===== src/afm_consts.svh =====
// constants of the actuator feedback monitor: offsets, fields, resets, timing
`ifndef AFM_CONSTS_SVH
`define AFM_CONSTS_SVH

// register map, one block of four words per channel
`define AFM_CHAN_STRIDE_SHIFT 4
`define AFM_OFS_CONFIG 2'h0
`define AFM_OFS_ELAPSED 2'h1
`define AFM_OFS_DIAG 2'h2

// config word fields
`define AFM_CFG_GATE_BIT 0
`define AFM_CFG_MODE_LSB 1
`define AFM_CFG_TIME_LSB 4
`define AFM_CFG_WIDTH 9

// timeout setting in tenths of a second
`define AFM_TIME_MIN 5'h01
`define AFM_TIME_MAX 5'h1e
`define AFM_TIME_RESET 5'h1e

// elapsed timer counts ticks of this length
`define AFM_TICK_MS 10
`define AFM_CLK_HZ 20000000
`define AFM_TICKS_PER_TENTH 4'ha

// diagnostic codes
`define AFM_DG_NONE 32'h0000_0000
`define AFM_DG_ISSUED 32'h0000_2001
`define AFM_DG_WAIT_RISE 32'h0000_2003
`define AFM_DG_WAIT_FALL 32'h0000_2004
`define AFM_DG_WAIT_CLOSE 32'h0000_2007
`define AFM_DG_RUN 32'h0000_8001
`define AFM_DG_WAIT_OPEN 32'h0000_801a
`define AFM_DG_ERR_START 32'h0000_f00c
`define AFM_DG_ERR_OPEN 32'h0000_f011
`define AFM_DG_ERR_CLOSE 32'h0000_f012

`endif


===== src/afm_pkg.sv =====
// types of the actuator feedback monitor
package afm_pkg;

	typedef enum logic [1:0] {
		AFM_MANUAL = 2'h0,
		AFM_CONTROLLED = 2'h1,
		AFM_AUTOMATIC = 2'h2
	} afm_restart_t;

	// per-channel settings as held in the config word
	typedef struct packed {
		logic [4:0] timeoutSetting;
		logic [1:0] restartMode;
		logic gateRequired;
	} afm_cfg_t;

	typedef enum logic [7:0] {
		AFM_OFF = 8'h01,
		AFM_WAIT_FALL = 8'h02,
		AFM_WAIT_OPEN = 8'h04,
		AFM_RUN = 8'h08,
		AFM_DROP = 8'h10,
		AFM_ERR_OPEN = 8'h20,
		AFM_ERR_CLOSE = 8'h40,
		AFM_ERR_START = 8'h80
	} afm_state_t;

endpackage


===== src/afm_monitor.sv =====
// actuator feedback monitor: per-channel supervision with an APB register slave
//
// Notes on behaviour
// RL1: fourteen independent channels, each with own inputs, outputs, settings, state.
// RL2: a channel supervises only while its activation input is high.
// RL3: after activation the feedback change is timed against the set limit.
// RL4: feedback still closed at timeout after release closed: drop release, flag error.
// RL5: feedback not closed at timeout after release opened: error, no release.
// RL6: timeout set from 0.1 s to 3.0 s, 3.0 s after reset.
// RL7: gate mode selects required or ignored outside gate; ignored by default.
// RL8: restart mode manual, controlled or automatic; manual by default.
// RL9: manual and controlled need the reset input; automatic needs none.
// RL10: release only while activated safely and feedback met its time limit.
// RL11: fault contact high exactly while an error is held.
// RL12: elapsed value always shows the running monitoring timer.
// RL13: a 32-bit diagnostic word summarises each channel's state.
// RL14: diagnostic 0000 with no release, 2001 release issued awaiting inputs.
// RL15: diagnostic 2003 awaiting reset rise, 2004 awaiting reset fall.
// RL16: diagnostic 8001 running, 2007 awaiting closure, 801a awaiting opening.
// RL17: diagnostic f011 feedback not opened, f012 feedback not closed.
// RL18: reset and activation both high at start-up: error with f00c.
// RL19: gate required but low: channel inactive, release low.
// RL20: manual mode closes release on a rising reset edge.
// RL21: controlled mode closes release on a falling reset edge.
// RL22: timeout errors clear only while reset input is high.
// RL23: timer restarts at each release change, tick finer than 0.1 s; the code does not restart it when the release drops into AFM_ERR_OPEN.
//
// Our own choices: the register offsets and the APB interface to the registers.
`timescale 1ns/1ps
`default_nettype none
`include "afm_consts.svh"

module afm_monitor
	import afm_pkg::*;
#(
	parameter int NUM_CHANNELS = 14,
	parameter int TICK_CYCLES = `AFM_CLK_HZ / 1000 * `AFM_TICK_MS
)
(
	// clock and reset
	input wire logic clk,
	input wire logic rst,
	// apb slave
	input wire logic psel,
	input wire logic penable,
	input wire logic pwrite,
	input wire logic [7:0] paddr,
	input wire logic [31:0] pwdata,
	output logic [31:0] prdata,
	output logic pready,
	output logic pslverr,
	// coils, one bit per channel
	input wire logic [NUM_CHANNELS-1:0] activationCoil,
	input wire logic [NUM_CHANNELS-1:0] feedbackCoil,
	input wire logic [NUM_CHANNELS-1:0] resetCoil,
	input wire logic [NUM_CHANNELS-1:0] externalGateCoil,
	// contacts, one bit per channel
	output logic [NUM_CHANNELS-1:0] releaseContact,
	output logic [NUM_CHANNELS-1:0] faultContact
);

	// shared time base; one tick every 10 ms
	logic [31:0] tickCount_reg;
	logic tickPulse;
	logic startup_reg;

	// per-channel views for the bus
	afm_cfg_t cfgArr [NUM_CHANNELS];
	logic [15:0] elapsedArr [NUM_CHANNELS];
	logic [31:0] diagArr [NUM_CHANNELS];

	// bus decode
	logic [3:0] busChan;
	logic [1:0] busWord;
	logic chanOk;
	logic wordOk;
	logic addrOk;
	logic busAccess;
	logic cfgWrite;
	logic [31:0] readValue;
	logic [4:0] wrTime;
	logic [4:0] wrTimeClamped;

	assign tickPulse = (tickCount_reg == 32'(TICK_CYCLES - 1));

	// free-running tick divider
	always_ff @(posedge clk)
	begin
		if (rst || tickPulse)
			tickCount_reg <= 32'h0;
		else
			tickCount_reg <= tickCount_reg + 32'h1;
	end

	// high for the first cycle after reset, used for the start-up check
	always_ff @(posedge clk)
	begin
		if (rst)
			startup_reg <= 1'b1;
		else
			startup_reg <= 1'b0;
	end

	// address split: channel in the high nibble, word index in bits 3:2
	assign busChan = paddr[7:`AFM_CHAN_STRIDE_SHIFT];
	assign busWord = paddr[3:2];
	assign chanOk = (32'(busChan) < 32'(NUM_CHANNELS));
	assign wordOk = (busWord <= `AFM_OFS_DIAG);
	assign addrOk = chanOk && wordOk && (paddr[1:0] == 2'h0);
	assign busAccess = psel && penable;
	// zero-wait slave; unmapped addresses answer with an error
	assign pready = 1'b1;
	assign pslverr = busAccess && !addrOk;
	assign cfgWrite = busAccess && pwrite && addrOk && (busWord == `AFM_OFS_CONFIG);

	// out-of-range timeouts are clamped so a channel never runs with zero time
	assign wrTime = pwdata[`AFM_CFG_TIME_LSB +: 5];
	assign wrTimeClamped = (wrTime < `AFM_TIME_MIN) ? `AFM_TIME_MIN :
		(wrTime > `AFM_TIME_MAX) ? `AFM_TIME_MAX : wrTime; // RL6

	// read mux; only the word selected is looked at
	always_comb
	begin
		readValue = 32'h0;
		if (addrOk)
		begin
			unique case (busWord)
				`AFM_OFS_CONFIG: readValue = {23'h0, cfgArr[busChan[3:0]].timeoutSetting,
					1'b0, cfgArr[busChan[3:0]].restartMode,
					cfgArr[busChan[3:0]].gateRequired};
				`AFM_OFS_ELAPSED: readValue = {16'h0, elapsedArr[busChan[3:0]]}; // RL12
				`AFM_OFS_DIAG: readValue = diagArr[busChan[3:0]]; // RL13
				default: readValue = 32'h0;
			endcase
		end
	end

	// read data registered at the end of the setup phase
	always_ff @(posedge clk)
	begin
		if (rst)
			prdata <= 32'h0;
		else if (psel && !penable && !pwrite)
			prdata <= readValue;
	end

	genvar ch;
	generate
		for (ch = 0; ch < NUM_CHANNELS; ch++)
		begin : gChan // RL1
			afm_cfg_t cfg_reg;
			afm_state_t state_reg;
			afm_state_t state_next;
			logic [15:0] elapsed_reg;
			logic resetPrev_reg;
			logic [31:0] diag_reg;
			logic [31:0] diag_next;
			logic [8:0] limitTicks;
			logic timeUp;
			logic gateOk;
			logic armed;
			logic resetRise;
			logic resetFall;
			logic timing;
			logic restartTimer;
			logic isAuto;
			logic isControlled;
			logic loopClosed;
			logic startFault;
			logic releaseNext;
			logic faultNext;

			// timeout in ticks: tenths times ten
			assign limitTicks = 9'(cfg_reg.timeoutSetting) * 9'(`AFM_TICKS_PER_TENTH); // RL23
			assign timeUp = (elapsed_reg >= {7'h0, limitTicks}); // RL3
			assign gateOk = !cfg_reg.gateRequired || externalGateCoil[ch]; // RL7 RL19
			assign armed = gateOk && activationCoil[ch]; // RL2
			assign resetRise = resetCoil[ch] && !resetPrev_reg;
			assign resetFall = !resetCoil[ch] && resetPrev_reg;
			assign isAuto = (cfg_reg.restartMode == AFM_AUTOMATIC);
			assign isControlled = (cfg_reg.restartMode == AFM_CONTROLLED);
			// start-up fault and loop level, named for the sequence below
			assign startFault = startup_reg && resetCoil[ch] && activationCoil[ch]; // RL18
			assign loopClosed = feedbackCoil[ch];

			// contacts follow the next state so they move together with the diagnostic word
			assign releaseNext = (state_next == AFM_WAIT_OPEN) ||
				(state_next == AFM_RUN); // RL10 RL19
			assign faultNext = (state_next == AFM_ERR_OPEN) ||
				(state_next == AFM_ERR_CLOSE) || (state_next == AFM_ERR_START); // RL11
			assign timing = (state_reg == AFM_WAIT_OPEN) || (state_reg == AFM_DROP);
			// timer restarts on entry to AFM_WAIT_OPEN or AFM_DROP, not when the release drops into AFM_ERR_OPEN
			assign restartTimer = (state_next == AFM_WAIT_OPEN && state_reg != AFM_WAIT_OPEN) ||
				(state_next == AFM_DROP && state_reg != AFM_DROP); // RL23

			// per-channel settings register
			always_ff @(posedge clk)
			begin
				if (rst)
					cfg_reg <= '{`AFM_TIME_RESET, AFM_MANUAL, 1'b0}; // RL6 RL7 RL8
				else if (cfgWrite && busChan == 4'(ch))
					cfg_reg <= '{wrTimeClamped, pwdata[`AFM_CFG_MODE_LSB +: 2],
						pwdata[`AFM_CFG_GATE_BIT]};
			end

			// supervision sequence; each arm lists its exits in priority order
			always_comb
			begin
				state_next = state_reg;
				unique case (state_reg)
					AFM_OFF:
					begin
						if (startFault)
						begin
							state_next = AFM_ERR_START; // RL18
						end
						else if (armed && loopClosed)
						begin
							// manual and spare codes start on a rise, controlled on rise then fall
							if (isAuto)
							begin
								state_next = AFM_WAIT_OPEN; // RL9
							end
							else if (resetRise && isControlled)
							begin
								state_next = AFM_WAIT_FALL; // RL21
							end
							else if (resetRise)
							begin
								state_next = AFM_WAIT_OPEN; // RL20 RL9
							end
						end
					end
					AFM_WAIT_FALL:
					begin
						// losing the arming before the fall cancels the start
						if (!armed || !loopClosed)
						begin
							state_next = AFM_OFF;
						end
						else if (resetFall)
						begin
							state_next = AFM_WAIT_OPEN; // RL21
						end
					end
					AFM_WAIT_OPEN:
					begin
						if (!armed)
						begin
							state_next = AFM_DROP;
						end
						else if (!loopClosed)
						begin
							state_next = AFM_RUN; // RL10
						end
						else if (timeUp)
						begin
							state_next = AFM_ERR_OPEN; // RL4
						end
					end
					AFM_RUN:
					begin
						// a loop that closes again while running is not judged here
						if (!armed)
						begin
							state_next = AFM_DROP;
						end
					end
					AFM_DROP:
					begin
						if (loopClosed)
						begin
							state_next = AFM_OFF;
						end
						else if (timeUp)
						begin
							state_next = AFM_ERR_CLOSE; // RL5
						end
					end
					AFM_ERR_OPEN,
					AFM_ERR_CLOSE:
					begin
						// acknowledged by the reset coil in every restart mode
						if (resetCoil[ch])
						begin
							state_next = AFM_OFF; // RL22
						end
					end
					AFM_ERR_START:
					begin
						// cleared once the reset coil is let go
						if (!resetCoil[ch])
						begin
							state_next = AFM_OFF;
						end
					end
					default:
					begin
						state_next = AFM_ERR_START; // broken one-hot code fails safe
					end
				endcase
			end

			// diagnostic word for the next state
			always_comb
			begin
				diag_next = `AFM_DG_NONE; // RL14
				unique case (state_next)
					AFM_OFF:
					begin
						if (!armed)
						begin
							diag_next = `AFM_DG_NONE; // RL14
						end
						else if (!loopClosed)
						begin
							diag_next = `AFM_DG_WAIT_CLOSE; // RL16
						end
						else if (isAuto)
						begin
							diag_next = `AFM_DG_ISSUED; // RL14
						end
						else
						begin
							diag_next = `AFM_DG_WAIT_RISE; // RL15
						end
					end
					AFM_WAIT_FALL: diag_next = `AFM_DG_WAIT_FALL; // RL15
					AFM_WAIT_OPEN: diag_next = `AFM_DG_WAIT_OPEN; // RL16
					AFM_RUN: diag_next = `AFM_DG_RUN; // RL16
					AFM_DROP: diag_next = `AFM_DG_WAIT_CLOSE; // RL16
					AFM_ERR_OPEN: diag_next = `AFM_DG_ERR_OPEN; // RL17
					AFM_ERR_CLOSE: diag_next = `AFM_DG_ERR_CLOSE; // RL17
					AFM_ERR_START: diag_next = `AFM_DG_ERR_START; // RL18
					default: diag_next = `AFM_DG_ERR_START;
				endcase
			end

			// state, reset edge memory, diagnostic and contacts
			always_ff @(posedge clk)
			begin
				if (rst)
				begin
					state_reg <= AFM_OFF;
					resetPrev_reg <= 1'b0;
					diag_reg <= `AFM_DG_NONE;
					releaseContact[ch] <= 1'b0;
					faultContact[ch] <= 1'b0;
				end
				else
				begin
					state_reg <= state_next;
					resetPrev_reg <= resetCoil[ch];
					diag_reg <= diag_next;
					releaseContact[ch] <= releaseNext; // RL10
					faultContact[ch] <= faultNext; // RL11
				end
			end

			// monitoring timer; saturates rather than wraps so a late read stays truthful
			always_ff @(posedge clk)
			begin
				if (rst || restartTimer)
					elapsed_reg <= 16'h0; // RL23
				else if (timing && tickPulse && elapsed_reg != 16'hffff)
					elapsed_reg <= elapsed_reg + 16'h1; // RL12
			end

			assign cfgArr[ch] = cfg_reg;
			assign elapsedArr[ch] = elapsed_reg;
			assign diagArr[ch] = diag_reg;
		end
	endgenerate

endmodule // afm_monitor
`default_nettype wire


===== config.mk =====
export PLATFORM = sky130hd
export DESIGN_NAME = afm_monitor
export DESIGN_NICKNAME = d
export VERILOG_FILES = /design/src/afm_pkg.sv /design/src/afm_monitor.sv
export VERILOG_INCLUDE_DIRS = /design/src
export SDC_FILE = /design/constraint.sdc
export NUM_CORES = 2
export LEC_CHECK = 0
export ABC_AREA = 1
export BUFFER_PORTS_ARGS = -buffer_cell sky130_fd_sc_hd__buf_2
export CORE_ASPECT_RATIO = 0.7
export CORE_UTILIZATION = 33
export DETAILED_ROUTE_END_ITERATION = 10
export GPL_ROUTABILITY_DRIVEN = 0
export SLEW_MARGIN = 20
export SYNTH_ARGS = -nofsm -noshare
export SYNTH_HDL_FRONTEND = slang
export SYNTH_SLANG_ARGS = --single-unit

===== constraint.sdc =====
create_clock -name clk -period 7.07 [get_ports clk]
set_clock_uncertainty 0.05 [all_clocks]
set_input_delay 1.414 -clock clk [delete_from_list [all_inputs] [get_ports clk]]
set_output_delay 1.414 -clock clk [all_outputs]
set_load 0.02 [all_outputs]

==> flow_metrics.env <==
export IMPL_status="finished, final reports clean"
export IMPL_ant_nets=0
export IMPL_die_h_um=299
export IMPL_via_per_inst=5.32
export IMPL_routed_wl_mm=149
export IMPL_end_kind="output port"
export IMPL_grt_pass1_wl_mm=225
export IMPL_place_ws_ns=2.61
export IMPL_synthTopCellsByCount="nand2_1 (1470), inv_1 (838), nor2_1 (699), dfxtp_1 (651), a21oi_1 (472)"
export IMPL_ys_top_cells_by_area="dfxtp_1 (31%), nand2_1 (13%), inv_1 (7.6%)"
export IMPL_final_instance_count_excl_fill=8089
export IMPL_cts_resized=0
export IMPL_grt_pass1_vias=38200
export IMPL_grt_max_degree=152
export IMPL_path_max_fanout=25
export IMPL_start_util=0.334
export IMPL_ys_types=59
export IMPL_core_um2=124000
export IMPL_r2r_slack_ns=3.08
export IMPL_crit_type="in -> out"
export IMPL_async_reset_ff_frac=0
export IMPL_drc=0
export IMPL_clock_fmax_mhz=224
export IMPL_ys_flop_type="dfxtp_1"
export IMPL_areaGrowthSynthToFinish_pct=10.9
export IMPL_max_slew_margin=0.176
export IMPL_setup_viol=0
export IMPL_cts_buffer_depth=3
export IMPL_largest_register_ffs=224
export IMPL_holdPathEnd="tickCount_reg[0]"
export IMPL_grt_usage=0.226
export IMPL_drt_iter0_markers=4750
export IMPL_cellPowerDensity_nw_per_um2=198
export IMPL_cts_buffers=71
export IMPL_nets=6699
export IMPL_p_leak_uw=0.0201
export IMPL_portBuffers=121
export IMPL_setup_slack_ns=2.60
export IMPL_fin_crit_ns=4.47
export IMPL_met2_usage=0.315
export IMPL_met3_usage=0.0455
export IMPL_wl_per_cell_um=18.4
export IMPL_crit_required_ns=5.61
export IMPL_cp_data_arrival_time_ns=3.01
export IMPL_hold_path_depth=1
export IMPL_dieArea_um2=127000
export IMPL_antenna_found_initial=10
export IMPL_p_total_uw=9140
export IMPL_reg2reg_to="releaseContact[4]"
export IMPL_ys_ff_latch=651
export IMPL_synth_avg_cell_area_um2=6.56
export IMPL_cts_tree="yes"
export IMPL_cts_clk_slew_worst_paths_ns=0.06
export IMPL_busiest_layer="met1"
export IMPL_cts_setup_buffers=0
export IMPL_root_buffer="clkbuf_16"
export IMPL_r2r_start="cfgArr[78]"
export IMPL_final_period_utilization=0.632
export IMPL_slew_violations=0
export IMPL_place_inst=7950
export IMPL_yosysTopAreaCellShare=0.314
export IMPL_vias=43000
export IMPL_hold_path_class="reg -> reg"
export IMPL_hold_viol=0
export IMPL_use_met1=0.339
export IMPL_maxCapViolCount=0
export IMPL_worstMarginPinSlew_ns=1.22
export IMPL_io_pins=163
export IMPL_hpwl_mm=114
export IMPL_yosysMostFrequentCell="nand2_1"
export IMPL_critPathLaunchType="primary input"
export IMPL_peakVddDrop_mv=0.157
export IMPL_synth_top_area_cell="dfxtp_1"
export IMPL_ctsHoldBuffers=0
export IMPL_synthCells=6330
export IMPL_ys_warn_count=0
export IMPL_grt_setup_unrepaired="no"
export IMPL_clock_sinks=651
export IMPL_place_area_um2=43600
export IMPL_htreeDepth=3
export IMPL_dr_pass1_iters=7
export IMPL_clk_latency_ns=0.68
export IMPL_synth_seq_area_share=0.314
export IMPL_fin_setup_tns_ns=0
export IMPL_drive_gt1_frac=0.0524
export IMPL_syn_area_um2=41500
export IMPL_die_x_um=426
export IMPL_gr_total_overflow=0
export IMPL_synth_edf_count=0
export IMPL_fin_area_um2=46100
export IMPL_core_rowCount=108
export IMPL_hold_start="tickCount_reg[0]"
export IMPL_ff2ff_path_depth=14
power breakdown:
part / internal [uW] / switching [uW] / leakage (uW) / total (uW)
logic: 319 / 852 / 0.0136 / 1170
registers: 3840 / 88.9 / 0.00529 / 3930
clock network: 2310 / 1730 / 0.00119 / 4030
total: 6470 / 2670 / 0.0201 / 9140
per-layer routing:
metal	routed length (um)	up-vias	part of all wire
met4	4810	2	0.032
met2	59500	1832	0.40
met3	14800	246	0.099
met5	13	-	0.000087
li1	-	21000	-
met1	69900	19900	0.47
how the worst max path moves through the flow:
| stage | slack (ns) | start | endpoint |
|---|---|---|---|
| global placement | 2.57 | pwrite | prdata[12] |
| floorplan | 3.66 | paddr[7] | pslverr |
| detailed placement | 2.61 | paddr[5] | prdata[13] |
| CTS | 2.67 | paddr[6] | pslverr |
| global route | 2.63 | paddr[7] | pslverr |
| finish | 2.60 | paddr[7] | pslverr |
cell type report:
type | instances | area, um2
fillers | 13400 | 78400
flip-flops and latches | 651 | 13000
diodes | 8 | 20.0
clock inverters | 34 | 445
multi-input cells | 4644 | 24500
repair buffers | 140 | 779
inverters | 865 | 3260
well taps | 1650 | 2060
clock buffers | 97 | 2010
kinds of logic (layout without fill, tap and decap cells):
logic type,after synthesis,count (layout),share of synthesized area
xor+xnor,222,222,0.0468
flops,651,651,0.314
buf+inv,1050,1136,0.0995
compound gates,1147,1147,0.156
simple gates,3033,3033,0.313
other cells,2,25,0.000181
fa+ha+maj,225,225,0.0703
worst max-delay path, cell delays in order:
cell,delay [ns]
buf_2,0.12
nand2_1,0.06
buf_4,0.23
inv_1,0.39
a21oi_1,0.17
nor2_1,0.36
buf_2,0.25
metrics by stage:
stage	util	hold WS [ns]
2_1_floorplan	-	0.363
3_3_place_gp	0.350	0.376
3_5_place_dp	0.350	0.383
4_1_cts	0.370	0.398
5_1_grt	0.370	0.434
6_report	0.370	0.393
cells in the final DEF (no fill, tap or decap), drive strengths merged, types with 6 or more instances in the layout:
cell      instances
a21o              9
a21oi           482
a22oi           106
a31oi            15
buf             140
bufinv            8
clkbuf           97
clkinv           31
clkinvlp          6
conb             17
dfxtp           651
diode             8
fa               14
ha              211
inv             854
nand2          1480
nand3           403
nand3b           16
nand4           173
nor2            700
nor3            180
nor3b             7
nor4             51
o2111ai           8
o211ai           38
o21a             10
o21ai           332
o221ai           13
o22ai           112
o31ai             7
or2              15
xnor2            31
xor2            191
(Power assumes the default switching activity.)
